<file path="config.mk">
export PLATFORM = sky130hd
export DESIGN_NAME = frame_synth_ctrl_flat
export DESIGN_NICKNAME = d
export VERILOG_FILES = /design/src/core/synth_pkg.sv /design/src/core/synth_link_if.sv /design/src/core/frame_synth_ctrl.sv /design/src/flat_wrapper.sv
export SDC_FILE = /design/constraint.sdc
export NUM_CORES = 2
export LEC_CHECK = 0
export BUFFER_PORTS_ARGS = -buffer_cell sky130_fd_sc_hd__buf_2
export CAP_MARGIN = 25
export CORE_MARGIN = 1
export CORE_UTILIZATION = 60
export CTS_CLUSTER_DIAMETER = 200
export CTS_CLUSTER_SIZE = 14
export DETAILED_ROUTE_END_ITERATION = 8
export PLACE_DENSITY = 0.76
export SLEW_MARGIN = 5
export SYNTH_ARGS = -nofsm -noshare
export SYNTH_HDL_FRONTEND = slang
export SYNTH_SLANG_ARGS = --single-unit
</file>
<file path="constraint.sdc">
create_clock -name clk -period 16 [get_ports clk]
set_input_delay 1.6 -clock clk [delete_from_list [all_inputs] [get_ports clk]]
set_output_delay 1.6 -clock clk [all_outputs]
set_load 0.02 [all_outputs]
</file>
<file path="src/core/synth_pkg.sv">
// shared constants for the speech frame control ends
package synth_pkg;
  localparam int CLK_MHZ = 200;
  localparam int BYTE_WORDS = 128;
  localparam int NIB_WORDS = 16;
  localparam logic [7:0] NIB_BASE = 8'h80;
  localparam logic [7:0] NIB_LAST = 8'h8F;
  localparam logic [7:0] BYTE_PARAM_LAST = 8'h17;
  localparam logic [7:0] BYTE_SET_SIZE = 8'h0C;
  localparam logic [7:0] NIB_SET_BIT = 8'h08;
  localparam logic [7:0] NEW_BYTE_BASE = 8'h0C;
  localparam logic [7:0] NEW_NIB_BASE = 8'h88;
  localparam logic [4:0] BYTE_PARAMS = 5'h0C;
  localparam logic [4:0] ALL_PARAMS = 5'h14;
  localparam logic [7:0] TIMER_PRESET = 8'h1F;
  localparam logic [5:0] PRESCALE_DIV = 6'h30;
  localparam logic [8:0] OSC_PER_SAMPLE = 9'h180;
  localparam logic [7:0] PITCH_ADDR = 8'h00;
  localparam logic [7:0] RESET_PRESET = 8'h00;
endpackage

</file>
<file path="src/core/synth_link_if.sv">
// processor-to-synthesizer link: shared RAM port and instruction strobes
interface synth_link_if;
  logic cpu_we;
  logic [7:0] cpu_addr;
  logic [7:0] cpu_wdata;
  logic [7:0] cpu_rdata;
  logic [7:0] acc;
  logic interp_enable_instr;
  logic voicing_load_instr;
  logic timer_load_instr;
  logic prescale_load_instr;
  logic start_instr;
  logic int_enable;
  logic irq_req;
  logic irq_ack;
  modport device (input cpu_we, cpu_addr, cpu_wdata, acc, interp_enable_instr, voicing_load_instr,
    timer_load_instr, prescale_load_instr, start_instr, int_enable, irq_ack, output cpu_rdata, irq_req);
  modport host (output cpu_we, cpu_addr, cpu_wdata, acc, interp_enable_instr, voicing_load_instr,
    timer_load_instr, prescale_load_instr, start_instr, int_enable, irq_ack, input cpu_rdata, irq_req);
endinterface

</file>
<file path="src/core/frame_synth_ctrl.sv">
// synthesizer end: shared RAM, context swap, frame timer, interpolator, voicing, PWM output
// Summary of operation
// - RAM: 128 bytes plus 16 nibbles, processor access
// - synthesizer reads only 00-17 and 80-8F
// - frame interrupt swaps present and new sets
// - swap affects only the parameter region
// - without interp enable, present set used unchanged
// - swap still happens; interpolation stays off
// - interp enabled: per pitch period interpolate, load
// - timer value gives elapsed frame time
// - processor writes new set, then enables interp
// - sample rate 8 or 10 kHz via oscillator
// - voicing load copies accumulator bit zero
// - voicing change waits for next frame boundary
// - processor presets timer to 1F during synthesis
// - frame is 1536 times N+1 oscillator periods
// - interrupt routine reloads timer first
// - reset held long enough by outside party
// - samples drive complementary PWM speaker outputs
// - timer decrements on prescaler wrap, interrupts pending
// - prescaler reloads from preset on wrap
// - prescaler clock is oscillator divided by 48
// - start loads pitch from accumulator, then RAM
module frame_synth_ctrl (
  input wire logic clk,
  input wire logic rst,
  synth_link_if.device link,
  input wire logic [7:0] filter_sample,
  output logic [7:0] param_data,
  output logic [4:0] param_index,
  output logic param_valid,
  output logic voiced,
  output logic frame_tick,
  output logic speaker_out_a,
  output logic speaker_out_b
);
  import synth_pkg::*;

  typedef enum logic {SEQ_IDLE, SEQ_RUN} seq_t;
  typedef struct packed {
    seq_t seq;
    logic synth_on;
    logic bank;
    logic interp_on;
    logic voicing_reg;
    logic voicing_arm;
    logic voicing_hold;
    logic voiced;
    logic [7:0] pitch;
    logic [7:0] pitch_cnt;
    logic [8:0] sample_cnt;
    logic [5:0] div_cnt;
    logic [7:0] presc;
    logic [7:0] presc_preset;
    logic [7:0] timer;
    logic timer_run;
    logic irq_pend;
    logic frame_tick;
    logic [4:0] idx;
    logic [7:0] param_data;
    logic [4:0] param_index;
    logic param_valid;
    logic [7:0] rdata;
    logic [7:0] pwm_cnt;
    logic [7:0] pwm_level;
    logic pwm_a;
    logic pwm_b;
  } dev_state_t;

  dev_state_t state_reg;
  dev_state_t state_next;

  logic [7:0] byte_mem [BYTE_WORDS];
  logic [3:0] nib_mem [NIB_WORDS];

  // logical to physical address; only the parameter region is remapped
  function automatic logic [7:0] map_addr(input logic [7:0] a, input logic bank);
    logic [7:0] m;
    m = a;
    if (bank && a <= BYTE_PARAM_LAST) begin
      m = (a < BYTE_SET_SIZE) ? a + BYTE_SET_SIZE : a - BYTE_SET_SIZE;
    end else if (bank && a >= NIB_BASE && a <= NIB_LAST) begin
      m = a ^ NIB_SET_BIT;
    end
    return m;
  endfunction

  function automatic logic [7:0] read_mem(input logic [7:0] p);
    logic [7:0] v;
    v = 8'h00;
    if (p < NIB_BASE) begin
      v = byte_mem[p[6:0]];
    end else if (p <= NIB_LAST) begin
      v = {4'h0, nib_mem[p[3:0]]};
    end
    return v;
  endfunction

  logic [7:0] cpu_phys;
  logic [7:0] pres_addr;
  logic [7:0] new_addr;
  logic [7:0] pres_val;
  logic [7:0] new_val;
  logic [4:0] elapsed;
  logic signed [8:0] diff;
  logic signed [14:0] scaled;
  logic [7:0] interp_val;
  logic [7:0] pitch_mem;

  always_comb begin
    cpu_phys = map_addr(link.cpu_addr, state_reg.bank);
    // synthesizer reads stay within 00-17 and 80-8F
    if (state_reg.idx < BYTE_PARAMS) begin
      pres_addr = map_addr({3'h0, state_reg.idx}, state_reg.bank);
      new_addr = map_addr(NEW_BYTE_BASE + {3'h0, state_reg.idx}, state_reg.bank);
    end else begin
      pres_addr = map_addr(NIB_BASE + {3'h0, state_reg.idx - BYTE_PARAMS}, state_reg.bank);
      new_addr = map_addr(NEW_NIB_BASE + {3'h0, state_reg.idx - BYTE_PARAMS}, state_reg.bank);
    end
    pres_val = read_mem(pres_addr);
    new_val = read_mem(new_addr);
    pitch_mem = read_mem(map_addr(PITCH_ADDR, state_reg.bank));
    elapsed = TIMER_PRESET[4:0] - state_reg.timer[4:0];
    diff = $signed({1'b0, new_val}) - $signed({1'b0, pres_val});
    scaled = diff * $signed({1'b0, elapsed});
    interp_val = pres_val + 8'(scaled >>> 5);
  end

  ////////////////////////////////////////////////////////////////////////////////
  always_ff @(posedge clk) begin
    if (link.cpu_we) begin
      if (cpu_phys < NIB_BASE) begin
        byte_mem[cpu_phys[6:0]] <= link.cpu_wdata;
      end else if (cpu_phys <= NIB_LAST) begin
        nib_mem[cpu_phys[3:0]] <= link.cpu_wdata[3:0];
      end
    end
  end

  ////////////////////////////////////////////////////////////////////////////////
  logic presc_tick;
  logic presc_wrap;
  logic frame_evt;
  logic sample_tick;
  logic pitch_evt;

  always_comb begin
    state_next = state_reg;
    state_next.rdata = read_mem(cpu_phys);
    state_next.param_valid = 1'b0;
    state_next.frame_tick = 1'b0;

    // prescaler clock at oscillator/48
    presc_tick = (state_reg.div_cnt == PRESCALE_DIV - 6'h01);
    state_next.div_cnt = presc_tick ? 6'h00 : state_reg.div_cnt + 6'h01;
    presc_wrap = presc_tick && state_reg.presc == 8'h00;
    if (presc_tick) begin
      state_next.presc = presc_wrap ? state_reg.presc_preset : state_reg.presc - 8'h01;
    end
    if (link.prescale_load_instr) begin
      state_next.presc_preset = link.acc;
    end

    // frame timer, stops after its own wrap until reloaded
    frame_evt = presc_wrap && state_reg.timer_run && state_reg.timer == 8'h00;
    if (presc_wrap && state_reg.timer_run) begin
      state_next.timer = state_reg.timer - 8'h01;
    end
    if (frame_evt) begin
      state_next.timer_run = 1'b0;
      state_next.bank = ~state_reg.bank;
      state_next.interp_on = 1'b0;
      state_next.voicing_arm = 1'b1;
      // freeze the value loaded during the ending frame; later loads wait a frame
      state_next.voicing_hold = state_reg.voicing_reg;
      state_next.frame_tick = 1'b1;
    end
    if (link.timer_load_instr) begin
      state_next.timer = link.acc;
      state_next.timer_run = 1'b1;
    end
    if (link.irq_ack) begin
      state_next.irq_pend = 1'b0;
    end
    if (frame_evt) begin
      state_next.irq_pend = 1'b1;
    end
    if (link.interp_enable_instr) begin
      state_next.interp_on = 1'b1;
    end
    if (link.voicing_load_instr) begin
      state_next.voicing_reg = link.acc[0];
    end

    // sample clock: oscillator periods per sample set the 8 or 10 kHz rate
    sample_tick = (state_reg.sample_cnt == OSC_PER_SAMPLE - 9'h001);
    state_next.sample_cnt = sample_tick ? 9'h000 : state_reg.sample_cnt + 9'h001;
    pitch_evt = sample_tick && state_reg.synth_on && state_reg.pitch_cnt == 8'h00;
    if (sample_tick && state_reg.synth_on) begin
      state_next.pitch_cnt = pitch_evt ? state_reg.pitch : state_reg.pitch_cnt - 8'h01;
    end
    if (link.start_instr) begin
      state_next.synth_on = 1'b1;
      state_next.pitch = link.acc;
      state_next.pitch_cnt = link.acc;
    end

    // parameter walk, one parameter a cycle, started on pitch boundaries only
    unique case (state_reg.seq)
      SEQ_IDLE: begin
        if (pitch_evt) begin
          state_next.seq = SEQ_RUN;
          state_next.idx = 5'h00;
          state_next.pitch = pitch_mem;
          // a boundary in this very cycle makes this the new frame's first update
          if (frame_evt || state_reg.voicing_arm) begin
            state_next.voiced = frame_evt ? state_reg.voicing_reg : state_reg.voicing_hold;
            state_next.voicing_arm = 1'b0;
          end
        end
      end
      SEQ_RUN: begin
        state_next.param_data = state_reg.interp_on ? interp_val : pres_val;
        state_next.param_index = state_reg.idx;
        state_next.param_valid = 1'b1;
        state_next.idx = state_reg.idx + 5'h01;
        if (state_reg.idx == ALL_PARAMS - 5'h01) begin
          state_next.seq = SEQ_IDLE;
        end
      end
    endcase

    // complementary PWM of the filter sample
    state_next.pwm_cnt = state_reg.pwm_cnt + 8'h01;
    if (state_reg.pwm_cnt == 8'hFF) begin
      state_next.pwm_level = filter_sample;
    end
    state_next.pwm_a = state_reg.pwm_cnt < state_reg.pwm_level;
    state_next.pwm_b = ~(state_reg.pwm_cnt < state_reg.pwm_level);
    if (!state_reg.synth_on) begin
      state_next.pwm_a = 1'b0;
      state_next.pwm_b = 1'b0;
    end
  end

  always_ff @(posedge clk) begin
    if (rst) begin
      state_reg <= '0;
      state_reg.seq <= SEQ_IDLE;
      state_reg.presc_preset <= RESET_PRESET;
    end else begin
      state_reg <= state_next;
    end
  end

  ////////////////////////////////////////////////////////////////////////////////
  assign link.cpu_rdata = state_reg.rdata;
  assign link.irq_req = state_reg.irq_pend && link.int_enable;
  assign param_data = state_reg.param_data;
  assign param_index = state_reg.param_index;
  assign param_valid = state_reg.param_valid;
  assign voiced = state_reg.voiced;
  assign frame_tick = state_reg.frame_tick;
  assign speaker_out_a = state_reg.pwm_a;
  assign speaker_out_b = state_reg.pwm_b;
endmodule

</file>
<file path="src/flat_wrapper.sv">
// flat-port wrapper written by rule: the top's interface ports become plain ports
module frame_synth_ctrl_flat import synth_pkg::*;
  (clk, rst, filter_sample, param_data, param_index, param_valid, voiced, frame_tick, speaker_out_a, speaker_out_b, link_cpu_we, link_cpu_addr, link_cpu_wdata, link_acc, link_interp_enable_instr, link_voicing_load_instr, link_timer_load_instr, link_prescale_load_instr, link_start_instr, link_int_enable, link_irq_ack, link_cpu_rdata, link_irq_req);
  synth_link_if link_i ();
  input wire logic clk;
  input wire logic rst;
  input wire logic [7:0] filter_sample;
  output logic [7:0] param_data;
  output logic [4:0] param_index;
  output logic param_valid;
  output logic voiced;
  output logic frame_tick;
  output logic speaker_out_a;
  output logic speaker_out_b;
  input wire logic [$bits(link_i.cpu_we)-1:0] link_cpu_we;
  input wire logic [$bits(link_i.cpu_addr)-1:0] link_cpu_addr;
  input wire logic [$bits(link_i.cpu_wdata)-1:0] link_cpu_wdata;
  input wire logic [$bits(link_i.acc)-1:0] link_acc;
  input wire logic [$bits(link_i.interp_enable_instr)-1:0] link_interp_enable_instr;
  input wire logic [$bits(link_i.voicing_load_instr)-1:0] link_voicing_load_instr;
  input wire logic [$bits(link_i.timer_load_instr)-1:0] link_timer_load_instr;
  input wire logic [$bits(link_i.prescale_load_instr)-1:0] link_prescale_load_instr;
  input wire logic [$bits(link_i.start_instr)-1:0] link_start_instr;
  input wire logic [$bits(link_i.int_enable)-1:0] link_int_enable;
  input wire logic [$bits(link_i.irq_ack)-1:0] link_irq_ack;
  output wire logic [$bits(link_i.cpu_rdata)-1:0] link_cpu_rdata;
  output wire logic [$bits(link_i.irq_req)-1:0] link_irq_req;
  assign link_i.cpu_we = link_cpu_we;
  assign link_i.cpu_addr = link_cpu_addr;
  assign link_i.cpu_wdata = link_cpu_wdata;
  assign link_i.acc = link_acc;
  assign link_i.interp_enable_instr = link_interp_enable_instr;
  assign link_i.voicing_load_instr = link_voicing_load_instr;
  assign link_i.timer_load_instr = link_timer_load_instr;
  assign link_i.prescale_load_instr = link_prescale_load_instr;
  assign link_i.start_instr = link_start_instr;
  assign link_i.int_enable = link_int_enable;
  assign link_i.irq_ack = link_irq_ack;
  assign link_cpu_rdata = link_i.cpu_rdata;
  assign link_irq_req = link_i.irq_req;
  frame_synth_ctrl u_core (.clk(clk), .rst(rst), .link(link_i), .filter_sample(filter_sample), .param_data(param_data), .param_index(param_index), .param_valid(param_valid), .voiced(voiced), .frame_tick(frame_tick), .speaker_out_a(speaker_out_a), .speaker_out_b(speaker_out_b));
endmodule
</file>
# ---- After elaboration in Yosys (flattened, before gate mapping)
# Memories as Yosys holds them, arrays and structs flattened.
# Index checks and enable logic that the tools add are counted.
dict set report totals {
  latch_bits 0
  register_bits 111
  romBits 0
  ram_bits 1088
  input_bits 42
  out_inout_bits 27
  memories 2
  word_cells 184
}
dict set report op_classes {
  add_sub_neg 23
  order_cmp 28
  n_mul 1
  n_reduce_logical 32
  n_div 0
  shifts 0
  n_bitwise 8
  n_eq_ne 5
  mux 58
}
# memory depth word_bits rd rd_clocked_by_memory_dff write_ports line_no
set mem_list {}
lappend mem_list {u_core.byte_mem 128 8 4 0 1 frame_synth_ctrl.sv:73} ;# logic [7:0] byte_mem [BYTE_WORDS];
lappend mem_list {u_core.nib_mem 16 4 4 0 1 frame_synth_ctrl.sv:74} ;# logic [3:0] nib_mem [NIB_WORDS];
# operator count
set op_table {}
lappend op_table {{8-bit 2-to-1 mux} 23}
lappend op_table {{8-bit less-or-equal comparator, second input constant} 6}
lappend op_table {{4-bit 2-to-1 mux} 9}
lappend op_table {{8-bit by 4-bit adder with 8-bit output, second input constant} 3}
lappend op_table {{8-bit >= comparator, second input constant} 3}
lappend op_table {{8-bit by 5-bit less-or-equal comparator with 1-bit output, second input constant} 3}
lappend op_table {{8-bit zero test} 3}
lappend op_table {{8-bit by 4-bit < comparator with 1-bit output, second input constant} 3}
lappend op_table {{8-bit < comparator, second input constant} 3}
lappend op_table {{8-bit by 1-bit subtractor with 8-bit output, second input constant} 3}
lappend op_table {{8-bit by 4-bit subtractor with 8-bit output, second input constant} 3}
lappend op_table {{1-bit 2-to-1 mux} 20}
lappend op_table {{1-bit logical AND} 19}
lappend op_table {{8-bit by 5-bit adder with 8-bit output, first input constant} 2}
lappend op_table {{16-bit 2-to-1 mux} 1}
lappend op_table {{9-bit by 6-bit multiplier with 13-bit output} 1}
lappend op_table {{5-bit by 4-bit < comparator with 1-bit output, second input constant} 2}
lappend op_table {{5-bit one-hot mux with 2 select lines} 1}
lappend op_table {{2-bit nonzero test} 5}
lappend op_table {{9-bit by 1-bit adder with 9-bit output, second input constant} 1}
lappend op_table {{9-bit equality test, second input constant} 1}
lappend op_table {{9-bit 2-to-1 mux} 1}
lappend op_table {{8-bit by 8-bit subtractor with 9-bit output} 1}
lappend op_table {{8-bit by 1-bit adder with 8-bit output, second input constant} 1}
lappend op_table {{28 further kinds} 37}

# ---- Depth between registers and ports, before layout
dict set report logic_depth {
  word_depth 15
  depth_mapped 47
  mapped_depth_nobuf 44
}

# ---- Worst setup path before layout
# Ideal clock, no wire load.
dict set report synth_path {
  path_kind {flip-flop to flip-flop}
  from {reg u_core.state_reg[42] in the netlist's numbering}
  to {reg u_core.state_reg, in the netlist u_core.param_data[7]}
  setup_ns 0.086
  setup_slack_ns 6.783
  period_less_slack_ns 9.217
  path_buffers 4
  arrival_time_ns 9.132
  stages_incl_launch_ff 46
  t_required_ns 15.914
  cell_sequence {dfxtp_1 buf_2 inv_1 ha_1 clkbuf_1 inv_1 ha_1 nand2_1 xnor2_1 nor2_1 a41oi_2 buf_2 buf_2 mux2i_1 mux2i_1 o21ba_2 ha_1 fa_1 [10 not listed] fa_1 inv_1 ha_1 or3_1 a31oi_1 nor3_1 or3_1 a21oi_1 xnor2_1 ha_1 or3_1 o211ai_1 xnor2_1 o21bai_1 a21oi_1 nand3b_1 xnor2_1 a211oi_1}
}
dict set report synth_via {
  elab_chain_len 15
  word_cells_on_any_way 66
  cone_classes {13 x add/sub; 1 x mul; 19 x order compare; 18 x mux; 3 x bitwise; 10 x reduce/logical; 2 x memory}
}
# element line_no
set synth_lines {}
lappend synth_lines {{from (decl)} frame_synth_ctrl.sv:70} ;# dev_state_t state_reg;
lappend synth_lines {{from (signal assigned)} frame_synth_ctrl.sv:252} ;# state_reg <= state_next;
lappend synth_lines {{parallel branches: the longest is 14 deep, another holds 9-bit by 6-bit multiplier with 13-bit output} --}
lappend synth_lines {{8-bit 2-to-1 mux *} frame_synth_ctrl.sv:223} ;# state_next.param_data = state_reg.interp_on ? interp_val : pres_val;
# Mark *: on every way between the ends.
# A chain may end at the register's enable or synchronous reset.

# ---- Worst setup path after layout
# Ends and elaborated chain as after synthesis.

==> metrics.txt <==
Power Density=between 100 and 150 mW/mm2; Yosys top cell by area=edfxtp_1; Post-DP Area=about 0.057 mm2; Post-synth ARST share=0; Placeable Area=approximately 0.09 mm2; Worst path max stage delay=~710 ps; first-pass GRT wire length=213 mm; worst flop-to-flop path endpoint=u_core.param_data[7]; cell mode on critical path=inv_1; initial antenna violation count=5; Max rail drop VDD=about 0.00011 V; IO Pins=69; Post-synth EDFFs=approximately 1,100; total number of vias=~33,000; Worst R2R Start=u_core.state_reg[42]; H-tree depth=3; total global routing overflow=0; syn avg cell area=about 16 um2; die height=a little over 300 um; Via density=about 7; Synth top area share=0.585; drt initial violations=approximately 4,400; Yosys warning count=0; Clock Latency Late Sink=~700 ps; most numerous cell in the Yosys netlist=edfxtp_1; Slew Limit Fails=0; Layout Cells excl Fill=4,663; overall routed net length=roughly 140 mm; Starting Density=0.607; slew at the pin closest to its max-slew limit=approximately 1100 ps; synth-to-layout area growth=7.34%; number of fill cells=roughly 6,300; Hold-fix buffers, CTS=0; fmax=slightly above 90 MHz; RSZ-0062 raised after global routing=false; maximum clock path buffer count=3; Finished Cell Area=0.0599 mm2; die area=~0.094 mm2; Die Wd=307 um; row cnt=between 100 and 150; Setup Viol. Count Final=0; Post-Route Skew=a little under 60 ps; fraction of the cycle the final worst path needs=0.685; post-cts sizing count=0; ranking of synthesized cells by area=edfxtp_1 59%, mux4_2 19%, dfxtp_1 4.0%; Netlist cell types=83; WP data arrival=roughly 12,000 ps; setup bufs post-CTS=0; Avg WL per Cell=30.9 um; Port Buffers=68; maximum fanout along the worst path=25; Startpoint Class=flop; CP Launch Point=u_core.state_reg[42]; Leak Pwr=19.3 nW; worst reg2reg setup slack=5040 ps; Setup TNS=0 ps; clock slew at reported path FFs=80 ps; DRC Markers=0; final hold vios=0; Post-synth top flop=edfxtp_1; critical path required time=roughly 17,000 ps; Worst slew margin=0.260; syn_nets=3,522; status=completed; Final min period=between 10,000 and 15,000 ps; DP HPWL=93.2 mm; clk sinks=between 1,000 and 1,500; Routed Antenna Nets=0; worst hold path type=flop to flop; Cell Area, Synth=0.0558 mm2; R2R cell count=41; RePlAce Congestion=roughly 0.9; Initial DRT Pass Iterations=6; vias in the first global route=32,700; CTS root buf=clkbuf_16; most frequent cells after synthesis=1,088 x edfxtp_1, 478 x mux4_2, 312 x nor2_1, 247 x nand2_1, 113 x nand3_1; CP Class=flop to flop; Slowest-stage cell, CP=o21a_1; MaxCap Viol Count=0; GRT Overall Usage=0.310; DP Cell Count=around 4,500; Inserted Clock Buffers=95; Net count, final=roughly 3,500; largest net degree at the start of global routing=approximately 120; flops & latches, synth=approximately 1,200; Critical Path Sink=u_core.param_data[7]; Cells after Synth=around 3,400; share of cells above drive strength 1=0.221; sequential cell area fraction in the yosys report=0.625; flip-flop count of the largest register after layout=1,024; crit path capture type=flop; TritonCTS clock tree=yes
==> layout by cell type (no fill, tap or decap), types with 58 or more instances in the layout <==
| master | netlist | final |
|---|---|---|
| edfxtp_1 | 1088 | 1088 |
| mux4_2 | 478 | 478 |
| nor2_1 | 312 | 311 |
| nand2_1 | 247 | 245 |
| nand3_1 | 113 | 113 |
| dfxtp_1 | 111 | 109 |
| mux2i_1 | 101 | 101 |
| clkbuf_16 | 0 | 96 |
| a21oi_1 | 92 | 91 |
| inv_1 | 83 | 83 |
| ha_1 | 65 | 65 |
| buf_4 | 29 | 58 |
==> critical path, delay by kind of cell (launching register included) <==
family                     cells  cell delay (ps)
buffers and inverters          5              380
DFF                            1              590
and+or+nand+nor                9             1340
muxes                          1              590
xor gates and xnor gates       3              560
adders and majority gates      8             3430
AOI/OAI and AO/OA             15             4000
==> stage by stage <==
| step | utilization | hold slack (ps) | setup WS (ps) | power (mW) |
|---|---|---|---|---|
| after floorplan | - | 425 | 6780 | 3.84 |
| after global placement | 0.622 | 439 | 5430 | 4.00 |
| after detailed placement | 0.622 | 450 | 5100 | 4.01 |
| after CTS | 0.652 | 466 | 5060 | 6.16 |
| after global routing | 0.652 | 498 | 4210 | 6.31 |
| final | 0.652 | 460 | 5040 | 6.15 |
==> logic make-up after synthesis <==
kind of cell               after synthesis  synth area share
DFF                                   1199             0.625
xor gates and xnor gates                53           0.00831
buffers and inverters                  322            0.0257
AOI/OAI and AO/OA                      311            0.0379
and+or+nand+nor                        820            0.0656
adders and majority gates               91            0.0239
muxes                                  593             0.214
==> routing by layer <==
layer / track usage / part of all wire
met2: 0.495 / 0.48
met3: 0.0579 / 0.11
met1: 0.421 / 0.36
met5: 0 / 0.00029
met4: 0.141 / 0.051
==> final cells by class <==
class / instances / area, um2 / area share
Sequential cell: 1199 / 34900 / 0.582
Multi-Input combinational cell: 1868 / 19600 / 0.327
Clock buffer: 138 / 2540 / 0.0424
Tap cell: 1243 / 1560 / 0.0259
Timing Repair Buffer: 121 / 836 / 0.0139
Inverter: 83 / 312 / 0.00520
Clock inverter: 8 / 186 / 0.00311
Antenna cell: 3 / 7.51 / 0.000125
==> power breakdown <==
group	total, mW	switching, mW	internal [mW]
registers	3.43	0.0109	3.42
logic	0.519	0.324	0.195
clock network	2.20	1.09	1.11
==> worst min path at each step <==
| stage | from | endpoint | slack [ps] | cells after the start |
|---|---|---|---|---|
| 5_1_grt | u_core.state_reg[78] | u_core.state_reg[78] | 500 | 1 |
| 3_5_place_dp | u_core.state_reg[10] | u_core.state_reg[10] | 450 | 1 |
| 2_1_floorplan | u_core.state_reg[10] | u_core.state_reg[10] | 430 | 1 |
| 6_report | u_core.state_reg[10] | u_core.state_reg[10] | 460 | 1 |
| 3_3_place_gp | u_core.state_reg[72] | u_core.state_reg[72] | 440 | 1 |
| 4_1_cts | u_core.state_reg[10] | u_core.state_reg[10] | 470 | 1 |
No activity file was read; power rests on OpenSTA's default activity.
